`config.mk`:
```
export PLATFORM = sky130hd
export DESIGN_NAME = tsg_top
export DESIGN_NICKNAME = d
export VERILOG_FILES = /design/src/rtl/tsg_pkg.sv /design/src/rtl/tsg_shaper.sv /design/src/rtl/tsg_top.sv
export SDC_FILE = /design/constraint.sdc
export NUM_CORES = 2
export LEC_CHECK = 0
export ABC_AREA = 1
export BUFFER_PORTS_ARGS = -buffer_cell sky130_fd_sc_hd__buf_2
export CAP_MARGIN = 5
export CORE_UTILIZATION = 55
export CTS_CLUSTER_DIAMETER = 60
export CTS_CLUSTER_SIZE = 24
export DETAILED_ROUTE_END_ITERATION = 8
export PLACE_DENSITY = 0.68
export SYNTH_ARGS = -nofsm -noshare
export SYNTH_HDL_FRONTEND = slang
export SYNTH_SLANG_ARGS = --single-unit
export TNS_END_PERCENT = 10
```
`constraint.sdc`:
```
create_clock -name aclk -period 3.96 [get_ports aclk]
set_input_delay 0.99 -clock aclk [delete_from_list [all_inputs] [get_ports aclk]]
set_output_delay 0.99 -clock aclk [all_outputs]
set_load 0.01 [all_outputs]
```
`src/rtl/tsg_pkg.sv`:
```
// package: constants, register map and carriers of the tone sequence generator
package tsg_pkg;
	// ----------------------------------------------------------------
	// timing
	// ----------------------------------------------------------------
	localparam int CLK_HZ = 250_000_000;
	localparam int SAMPLE_HZ = 8000;
	localparam int SAMPLE_CYCLES = CLK_HZ / SAMPLE_HZ;
	localparam int STEP_UNIT_MS = 1;
	localparam int BURST_UNIT_MS = 20;
	localparam int MS_SAMPLES = SAMPLE_HZ * STEP_UNIT_MS / 1000;
	localparam int BURST_SAMPLES = SAMPLE_HZ * BURST_UNIT_MS / 1000;

	// ----------------------------------------------------------------
	// register map: word index, byte address is index * 4
	// ----------------------------------------------------------------
	localparam logic [4:0] IDX_CONFIG = 5'h00;
	localparam logic [4:0] IDX_SWITCH = 5'h01;
	localparam logic [4:0] IDX_PITCH = 5'h02;
	localparam logic [4:0] IDX_EXTRA_PITCH = 5'h05;
	localparam logic [4:0] IDX_LEVEL = 5'h06;
	localparam logic [4:0] IDX_EXTRA_LEVEL = 5'h09;
	localparam logic [4:0] IDX_DURATION = 5'h0C;
	localparam logic [4:0] IDX_ON_PERIOD = 5'h0F;
	localparam logic [4:0] IDX_OFF_PERIOD = 5'h10;
	localparam logic [4:0] IDX_STATUS = 5'h11;
	localparam int REG_COUNT = 17;
	localparam logic [15:0] REG_RESET = 16'h0000;

	// ----------------------------------------------------------------
	// switch register fields and signal levels
	// ----------------------------------------------------------------
	localparam int SW_DUAL_MIX_BIT = 0;
	localparam int SW_DTMF_BIT = 1;
	localparam logic signed [15:0] FULL_SCALE = 16'sh7FFF;
	localparam logic [3:0] MAX_SHIFT = 4'h8;
	localparam logic [1:0] AXI_OKAY = 2'h0;
	localparam logic [1:0] AXI_SLVERR = 2'h2;

	// generator configuration register layout, bit 4 first
	typedef struct packed {
		logic pulsed_burst_select;
		logic sound_enable;
		logic three_step_select;
		logic step_cycler_enable;
		logic square_wave_select;
	} tsg_cfg_t;

	// one produced sample
	typedef struct packed {
		logic valid;
		logic signed [15:0] value;
	} tsg_sample_t;
endpackage

```
`src/rtl/tsg_shaper.sv`:
```
// one signal generator: phase accumulator, trapezoid or square shape, level
`timescale 1ns/1ns
module tsg_shaper (
	// clock and reset
	input wire logic aclk,
	input wire logic aresetn,
	// control
	input wire logic sample_en,
	input wire logic square_en,
	input wire logic [15:0] generator_pitch,
	input wire logic [7:0] generator_level,
	// result
	output logic signed [15:0] wave_ff
);
	import tsg_pkg::*;

	logic [15:0] phase_ff;
	logic [14:0] fold;
	logic signed [17:0] tri_s;
	logic signed [17:0] trap_s;
	logic signed [15:0] shaped;
	logic [3:0] shift;

	// phase advances one pitch step per sample (pitch 32768 gives half the sample rate)
	always_ff @(posedge aclk) begin
		if (!aresetn) begin
			phase_ff <= 16'h0000;
		end else if (sample_en) begin
			phase_ff <= phase_ff + generator_pitch;
		end
	end

	// triangle doubled and clipped gives the flat-topped shape
	always_comb begin
		fold = phase_ff[15] ? ~phase_ff[14:0] : phase_ff[14:0];
		tri_s = $signed({2'b00, fold, 1'b0}) - 18'sh08000;
		trap_s = tri_s <<< 1;
		if (square_en) begin
			shaped = phase_ff[15] ? -FULL_SCALE : FULL_SCALE;
		end else if (trap_s > 18'sh07FFF) begin
			shaped = FULL_SCALE;
		end else if (trap_s < -18'sh07FFF) begin
			shaped = -FULL_SCALE;
		end else begin
			shaped = trap_s[15:0];
		end
		// 6 dB per level unit, clamped at the bottom of the range
		shift = (generator_level > 8'(MAX_SHIFT)) ? MAX_SHIFT : generator_level[3:0];
	end

	// output register moves only on the sample enable
	always_ff @(posedge aclk) begin
		if (!aresetn) begin
			wave_ff <= 16'sh0000;
		end else if (sample_en) begin
			wave_ff <= shaped >>> shift;
		end
	end
endmodule

```
`src/rtl/tsg_top.sv`:
```
// tone sequence generator: register slave, four generators, step cycler, mixer
//
// The AXI4-Lite register port and the register addresses were decided locally.
`timescale 1ns/1ns
module tsg_top #(
	parameter int SAMPLE_DIV = tsg_pkg::SAMPLE_CYCLES
) (
	// clock and reset
	input wire logic aclk,
	input wire logic aresetn,
	// axi4-lite write address and data
	input wire logic [7:0] s_axi_awaddr,
	input wire logic s_axi_awvalid,
	output logic s_axi_awready,
	input wire logic [31:0] s_axi_wdata,
	input wire logic [3:0] s_axi_wstrb,
	input wire logic s_axi_wvalid,
	output logic s_axi_wready,
	// axi4-lite write response
	output logic [1:0] s_axi_bresp,
	output logic s_axi_bvalid,
	input wire logic s_axi_bready,
	// axi4-lite read
	input wire logic [7:0] s_axi_araddr,
	input wire logic s_axi_arvalid,
	output logic s_axi_arready,
	output logic [31:0] s_axi_rdata,
	output logic [1:0] s_axi_rresp,
	output logic s_axi_rvalid,
	input wire logic s_axi_rready,
	// tone stream
	output tsg_pkg::tsg_sample_t tone_out
);
	import tsg_pkg::*;

	// ----------------------------------------------------------------
	// register slave
	// ----------------------------------------------------------------
	logic [15:0] regs_ff [0:REG_COUNT-1];
	logic aw_got_ff;
	logic w_got_ff;
	logic [4:0] waddr_ff;
	logic wbad_ff;
	logic [15:0] wdata_ff;
	logic [1:0] wstrb_ff;
	logic bvalid_ff;
	logic [1:0] bresp_ff;
	logic rvalid_ff;
	logic [31:0] rdata_ff;
	logic [1:0] rresp_ff;
	logic do_write;
	logic [31:0] status_word;
	tsg_cfg_t cfg;
	logic dual_mix_enable;

	assign s_axi_awready = !aw_got_ff && !bvalid_ff;
	assign s_axi_wready = !w_got_ff && !bvalid_ff;
	assign s_axi_bvalid = bvalid_ff;
	assign s_axi_bresp = bresp_ff;
	assign s_axi_arready = !rvalid_ff;
	assign s_axi_rvalid = rvalid_ff;
	assign s_axi_rdata = rdata_ff;
	assign s_axi_rresp = rresp_ff;
	assign do_write = aw_got_ff && w_got_ff && !bvalid_ff;
	assign cfg = tsg_cfg_t'(regs_ff[IDX_CONFIG][4:0]);
	assign dual_mix_enable = regs_ff[IDX_SWITCH][SW_DUAL_MIX_BIT];

	// address and data are caught in either order, then written together
	always_ff @(posedge aclk) begin
		if (!aresetn) begin
			aw_got_ff <= 1'b0;
			w_got_ff <= 1'b0;
			waddr_ff <= 5'h00;
			wbad_ff <= 1'b0;
			wdata_ff <= 16'h0000;
			wstrb_ff <= 2'h0;
		end else begin
			if (s_axi_awvalid && s_axi_awready) begin
				aw_got_ff <= 1'b1;
				waddr_ff <= s_axi_awaddr[6:2];
				wbad_ff <= s_axi_awaddr[7] || (s_axi_awaddr[6:2] >= 5'(REG_COUNT));
			end else if (do_write) begin
				aw_got_ff <= 1'b0;
			end
			if (s_axi_wvalid && s_axi_wready) begin
				w_got_ff <= 1'b1;
				wdata_ff <= s_axi_wdata[15:0];
				wstrb_ff <= s_axi_wstrb[1:0];
			end else if (do_write) begin
				w_got_ff <= 1'b0;
			end
		end
	end

	// register array; upper bytes of each word are not stored and read zero
	always_ff @(posedge aclk) begin
		if (!aresetn) begin
			for (int i = 0; i < REG_COUNT; i++) begin
				regs_ff[i] <= REG_RESET;
			end
		end else if (do_write && !wbad_ff) begin
			if (wstrb_ff[0]) begin
				regs_ff[waddr_ff][7:0] <= wdata_ff[7:0];
			end
			if (wstrb_ff[1]) begin
				regs_ff[waddr_ff][15:8] <= wdata_ff[15:8];
			end
		end
	end

	// write response; unmapped words answer slverr and change nothing
	always_ff @(posedge aclk) begin
		if (!aresetn) begin
			bvalid_ff <= 1'b0;
			bresp_ff <= AXI_OKAY;
		end else if (do_write) begin
			bvalid_ff <= 1'b1;
			bresp_ff <= wbad_ff ? AXI_SLVERR : AXI_OKAY;
		end else if (s_axi_bready) begin
			bvalid_ff <= 1'b0;
		end
	end

	// read answer one cycle after the address is taken
	always_ff @(posedge aclk) begin
		if (!aresetn) begin
			rvalid_ff <= 1'b0;
			rdata_ff <= 32'h00000000;
			rresp_ff <= AXI_OKAY;
		end else if (s_axi_arvalid && s_axi_arready) begin
			rvalid_ff <= 1'b1;
			rresp_ff <= AXI_OKAY;
			if (s_axi_araddr[6:2] == IDX_STATUS && !s_axi_araddr[7]) begin
				rdata_ff <= status_word;
			end else if (s_axi_araddr[6:2] < 5'(REG_COUNT) && !s_axi_araddr[7]) begin
				rdata_ff <= {16'h0000, regs_ff[s_axi_araddr[6:2]]};
			end else begin
				rdata_ff <= 32'h00000000;
				rresp_ff <= AXI_SLVERR;
			end
		end else if (s_axi_rready) begin
			rvalid_ff <= 1'b0;
		end
	end

	// ----------------------------------------------------------------
	// sample, millisecond and burst-unit enables
	// ----------------------------------------------------------------
	logic [15:0] div_ff;
	logic sample_tick;
	logic [3:0] ms_div_ff;
	logic ms_tick;
	logic [7:0] burst_div_ff;
	logic burst_tick;

	assign sample_tick = (div_ff == 16'(SAMPLE_DIV - 1));
	assign ms_tick = sample_tick && (ms_div_ff == 4'(MS_SAMPLES - 1));
	assign burst_tick = sample_tick && (burst_div_ff == 8'(BURST_SAMPLES - 1));

	// one divider chain from the core clock, no second clock
	always_ff @(posedge aclk) begin
		if (!aresetn) begin
			div_ff <= 16'h0000;
			ms_div_ff <= 4'h0;
			burst_div_ff <= 8'h00;
		end else begin
			div_ff <= sample_tick ? 16'h0000 : div_ff + 16'h0001;
			if (sample_tick) begin
				ms_div_ff <= ms_tick ? 4'h0 : ms_div_ff + 4'h1;
				burst_div_ff <= burst_tick ? 8'h00 : burst_div_ff + 8'h01;
			end
		end
	end

	// ----------------------------------------------------------------
	// step cycler
	// ----------------------------------------------------------------
	logic [1:0] step_idx_ff;
	logic [15:0] step_cnt_ff;
	logic [1:0] last_idx;
	logic [15:0] cur_duration;
	logic step_done;
	logic [1:0] nxt_step_idx;

	assign last_idx = cfg.three_step_select ? 2'h2 : 2'h1;
	assign cur_duration = regs_ff[IDX_DURATION + 5'(step_idx_ff)];
	// a zero duration still holds the step for one unit
	assign step_done = ms_tick && (step_cnt_ff + 16'h0001 >= cur_duration);
	assign nxt_step_idx = (step_idx_ff >= last_idx) ? 2'h0 : step_idx_ff + 2'h1;

	// duration counted in millisecond units, 16 bits reach past 65 s
	always_ff @(posedge aclk) begin
		if (!aresetn) begin
			step_idx_ff <= 2'h0;
			step_cnt_ff <= 16'h0000;
		end else if (!cfg.step_cycler_enable) begin
			step_idx_ff <= cfg.three_step_select ? 2'h1 : 2'h0;
			step_cnt_ff <= 16'h0000;
		end else if (step_idx_ff > last_idx) begin
			step_idx_ff <= 2'h0;
			step_cnt_ff <= 16'h0000;
		end else if (step_done) begin
			step_idx_ff <= nxt_step_idx;
			step_cnt_ff <= 16'h0000;
		end else if (ms_tick) begin
			step_cnt_ff <= step_cnt_ff + 16'h0001;
		end
	end

	// ----------------------------------------------------------------
	// burst gate
	// ----------------------------------------------------------------
	logic burst_on_ff;
	logic [15:0] burst_cnt_ff;
	logic [15:0] burst_len;
	logic gate;

	assign burst_len = burst_on_ff ? regs_ff[IDX_ON_PERIOD] : regs_ff[IDX_OFF_PERIOD];
	assign gate = cfg.pulsed_burst_select ? burst_on_ff : cfg.sound_enable;

	// on and off periods in 20 ms units, starting with the on period
	always_ff @(posedge aclk) begin
		if (!aresetn) begin
			burst_on_ff <= 1'b1;
			burst_cnt_ff <= 16'h0000;
		end else if (!cfg.pulsed_burst_select) begin
			burst_on_ff <= 1'b1;
			burst_cnt_ff <= 16'h0000;
		end else if (burst_tick) begin
			if (burst_cnt_ff + 16'h0001 >= burst_len) begin
				burst_on_ff <= !burst_on_ff;
				burst_cnt_ff <= 16'h0000;
			end else begin
				burst_cnt_ff <= burst_cnt_ff + 16'h0001;
			end
		end
	end

	// ----------------------------------------------------------------
	// generators and mixer
	// ----------------------------------------------------------------
	logic signed [15:0] gen_wave [0:3];
	logic signed [15:0] base;
	logic signed [16:0] mix;
	logic signed [15:0] mix_sat;

	// three shaped generators; square select only reaches these
	for (genvar g = 0; g < 3; g++) begin : gen_shaped
		tsg_shaper u_shaper (
			.aclk(aclk),
			.aresetn(aresetn),
			.sample_en(sample_tick),
			.square_en(cfg.square_wave_select),
			.generator_pitch(regs_ff[IDX_PITCH + 5'(g)]),
			.generator_level(regs_ff[IDX_LEVEL + 5'(g)][7:0]),
			.wave_ff(gen_wave[g])
		);
	end

	// extra generator: level follows the active step index
	tsg_shaper u_extra (
		.aclk(aclk),
		.aresetn(aresetn),
		.sample_en(sample_tick),
		.square_en(1'b0),
		.generator_pitch(regs_ff[IDX_EXTRA_PITCH]),
		.generator_level(regs_ff[IDX_EXTRA_LEVEL + 5'(step_idx_ff)][7:0]),
		.wave_ff(gen_wave[3])
	);

	// the dtmf bit is only stored; keeping it apart from dual-mix is software's job
	always_comb begin
		base = gen_wave[step_idx_ff];
		mix = 17'(base) + (dual_mix_enable ? 17'(gen_wave[3]) : 17'sh00000);
		if (mix > 17'sh07FFF) begin
			mix_sat = FULL_SCALE;
		end else if (mix < -17'sh07FFF) begin
			mix_sat = -FULL_SCALE;
		end else begin
			mix_sat = mix[15:0];
		end
	end

	// one output word per sample, silent while the gate is shut
	always_ff @(posedge aclk) begin
		if (!aresetn) begin
			tone_out <= '0;
		end else begin
			tone_out.valid <= sample_tick;
			if (sample_tick) begin
				tone_out.value <= gate ? mix_sat : 16'sh0000;
			end
		end
	end

	assign status_word = {tone_out.value, 13'h0000, gate, step_idx_ff};
endmodule

```
==> out/metrics.yaml <==
worst_setup_path:
  critical_path_class: "flop to flop"
  worstPathRequired_ns: 4.47
  cp_max_fo: 58
  cp.arrival_ns: 4.32
  cp-end-kind: "flop"
  startpoint_type: "flop"
routing:
  viasPerCell: 5.91
  first_pass_iters: 6
  drtIter0Drc: 4135
  routedWlPerCell_microns: 20.3
  num_vias: 35800
  routed_wl_mm: 123
  detail-route-antenna-nets: 0
  route.detailed.drc: 0
timing:
  worst_clock_skew_ns: 0.0411
  relSlewSlack_pct: 7.69
  slew_violations: 0
  clock.fmax_ghz: 0.263
  fin_crit_sh_pct: 96.1
  hold_viol: 0
  setup_viol: 0
  finalCriticalPeriod_ns: 3.81
  rsz0062_at_grt: "false"
  tightest_slew_ns: 1.37
  finalSetupTns_ns: 0
cells_and_area:
  layout.cells.non_filler: 6059
  finish.utilization_pct: 60.5
  areaGrowthSynthToFinish_pct: 8.83
  drive_gt1_share_pct: 7.60
  diodes: 0
  layout.nets: 5217
yosys:
  synth.area.top_cells: "edfxtp_1 36%, dfxtp_1 13%, nand2_1 9.2%, nor2_1 7.2%, o21ai_0 6.2%"
  syn-cell-area_sq_um: 41400
  ys_ff_latch: 770
  yosysWarnings: 0
  yosysTopAreaCell: "edfxtp_1"
  synth_top_cell_area_share_pct: 36.3
  syn-instance-count: 5051
  synth.distinct_cells: 65
  postSynthAreaPerCell_sq_um: 8.19
  synth_seq_area_share_pct: 49.4
pwr:
  p_leak_nw: 18.5
  power.density_nw_per_um2: 391
  ir_drop_uv: 516
clock_network:
  clk_path_buf_depth: 3
  clk_latency_ns: 0.64
  htreeDepth: 3
  clkSlewWorstSetupHoldPaths_ns: 0.07
  cts_tree: "built"
  cts_hold_buf: 0
  cts_setup_buffers: 0
  numClockSinks: 770
  numCtsBuffers: 67
  root_buffer: "clkbuf_16"
global_route:
  grt_pass1_wl_mm: 188
  overflow: 0
  antenna_found_initial: 0
  grt.total_usage_pct: 31.5
  grt_max_degree: 123
  grt_pass1_vias: 33200
placement:
  dp_hpwl_mm: 85.9
  dp_cells: 5935
  gp_congestion: 0.959
  port_buffers: 92
die:
  core-area_sq_um: 74400
  rows: 100
  die-area_sq_um: 76300
  io_pins: 117
  start_util_pct: 55.6
  die_y_microns: 276
  die_x_microns: 276
worst_hold_path:
  hold_class: "flop to flop"
run:
  drv_cap: 0
run_status:
  status: "finished, final reports clean"
-- routing by layer --
layer / GRT usage (%) / part of all wire [%] / routed length [microns]
met1: 41.7 / 41 / 50400
met3: 3.68 / 7.8 / 9580
met2: 52.3 / 47 / 57400
met5: 0 / 0 / 0
met4: 14.3 / 4.6 / 5630
-- final cells by class --
type	count	area [sq um]
well taps	969	1210
clock inverters	49	619
fillers	6729	29400
clock buffers	75	1800
multi-input cells	3647	18400
repair buffers	172	1170
flip-flops and latches	770	20400
inverters	377	1430
-- timing repair --
item | CTS | global route
hold endpoints to repair | 0 | 0
setup endpoints to repair | 0 | 16
gates resized for setup | 0 | 1
-- sequential cells by signal (all words and copies together), names as in the netlist, 16 cells and up --
signal and count:
wdata_ff 16, u_extra.phase_ff 16, tone_out 17, gen_shaped.u_shaper.wave_ff 48, s_axi_rdata 32, gen_shaped.u_shaper.phase_ff 48
u_extra.wave_ff 16, regs_ff 500, div_ff 16, step_cnt_ff 16, burst_cnt_ff 16
-- synthesized netlist by cell type (all sizes together) --
cell / instances
nor4: 6
conb: 1
or2: 10
a21o: 7
a21boi: 8
o21bai: 9
nand3: 418
and3: 2
mux2i: 4
clkbuf: 188
o22ai: 60
dfxtp: 270
xnor2: 29
o2111ai: 1
edfxtp: 500
o21ai: 540
o41ai: 2
o211ai: 27
nor3b: 5
o221ai: 87
a21oi: 263
ha: 118
xor2: 50
nor3: 61
o31ai: 8
a211oi: 32
nand4: 28
clkinv: 20
a32o: 4
and2: 4
nand3b: 12
nor2: 807
buf: 70
o32ai: 1
nand2: 1025
a22o: 5
inv: 357
fa: 5
o21a: 5
a31oi: 2
-- placed cells by master, fill, tap and decap left out, types with 14 or more instances in the layout --
| cell type | netlist | layout |
|---|---|---|
| nand2_1 | 1014 | 1014 |
| nor2_1 | 794 | 792 |
| o21ai_0 | 514 | 514 |
| edfxtp_1 | 500 | 500 |
| nand3_1 | 408 | 408 |
| inv_1 | 335 | 333 |
| dfxtp_1 | 270 | 269 |
| a21oi_1 | 261 | 261 |
| ha_1 | 118 | 118 |
| buf_2 | 29 | 89 |
| o221ai_1 | 87 | 87 |
| buf_4 | 6 | 74 |
| clkbuf_16 | 0 | 71 |
| o22ai_1 | 60 | 60 |
| nor3_1 | 58 | 57 |
| xor2_1 | 49 | 49 |
| nand4_1 | 28 | 28 |
| o211ai_1 | 27 | 27 |
| xnor2_1 | 26 | 26 |
| o21ai_1 | 26 | 26 |
| a211oi_1 | 21 | 21 |
| clkinv_1 | 20 | 20 |
| inv_2 | 20 | 20 |
| inv_6 | 1 | 14 |
-- worst max-delay path: stages, from the launching register on --
cell	delay, ns
dfxtp_2	0.59
buf_4	0.62
o21ai_0	0.19
a21oi_1	0.59
ha_1	0.38
a21oi_1	0.16
o21a_1	0.12
o221ai_1	0.11
nand2_1	0.08
nand3_1	0.16
nand2_1	0.13
nand4_1	0.08
buf_4	0.25
a211oi_1	0.22
-- power breakdown --
group | switching, mW | internal [mW] | total (mW)
Sequential | 0.166 | 8.69 | 8.86
Clock | 3.58 | 3.62 | 7.20
Combinational | 1.15 | 0.402 | 1.55
-- cells by family (layout without fill, tap and decap cells) --
kind of cell / count (synthesis) / in the layout / share of synthesized area [%]
AOI/OAI and AO/OA: 1061 / 1061 / 14.7
xor gates and xnor gates: 79 / 79 / 1.74
adders and majority gates: 123 / 123 / 3.81
buffers and inverters: 635 / 673 / 6.32
DFF: 770 / 770 / 49.4
muxes: 4 / 4 / 0.0968
other: 1 / 2 / 0.00906
and+or+nand+nor: 2378 / 2378 / 24.0
-- metrics by stage --
| stage | hold slack, ns | power (mW) | setup slack, ns | cell area [sq um] |
|---|---|---|---|---|
| after global routing | 0.472 | 18.1 | 0.00480 | 45000 |
| final | 0.451 | 17.6 | 0.155 | 45000 |
| after detailed placement | 0.439 | 10.5 | 0.304 | 42600 |
| after CTS | 0.454 | 17.6 | 0.246 | 45000 |
| after global placement | 0.436 | 10.5 | 0.366 | 42600 |
| after floorplan | 0.421 | 9.95 | 0.769 | 41400 |
-- worst paths after layout --
check	cells past startpoint	endpoint	slack, ns	startpoint
max	13	step_cnt_ff[4]$_SDFFE_PP0P_	0.15	step_idx_ff[0]$_SDFFE_PN0P_
max reg2reg	13	step_cnt_ff[4]$_SDFFE_PP0P_	0.15	step_idx_ff[0]$_SDFFE_PN0P_
min reg2reg	2	gen_shaped[0].u_shaper.wave_ff[14]$_SDFFE_PN0P_	0.45	gen_shaped[0].u_shaper.wave_ff[14]$_SDFFE_PN0P_
min	2	gen_shaped[0].u_shaper.wave_ff[14]$_SDFFE_PN0P_	0.45	gen_shaped[0].u_shaper.wave_ff[14]$_SDFFE_PN0P_
Note: power is estimated with default switching activity, not from simulation.
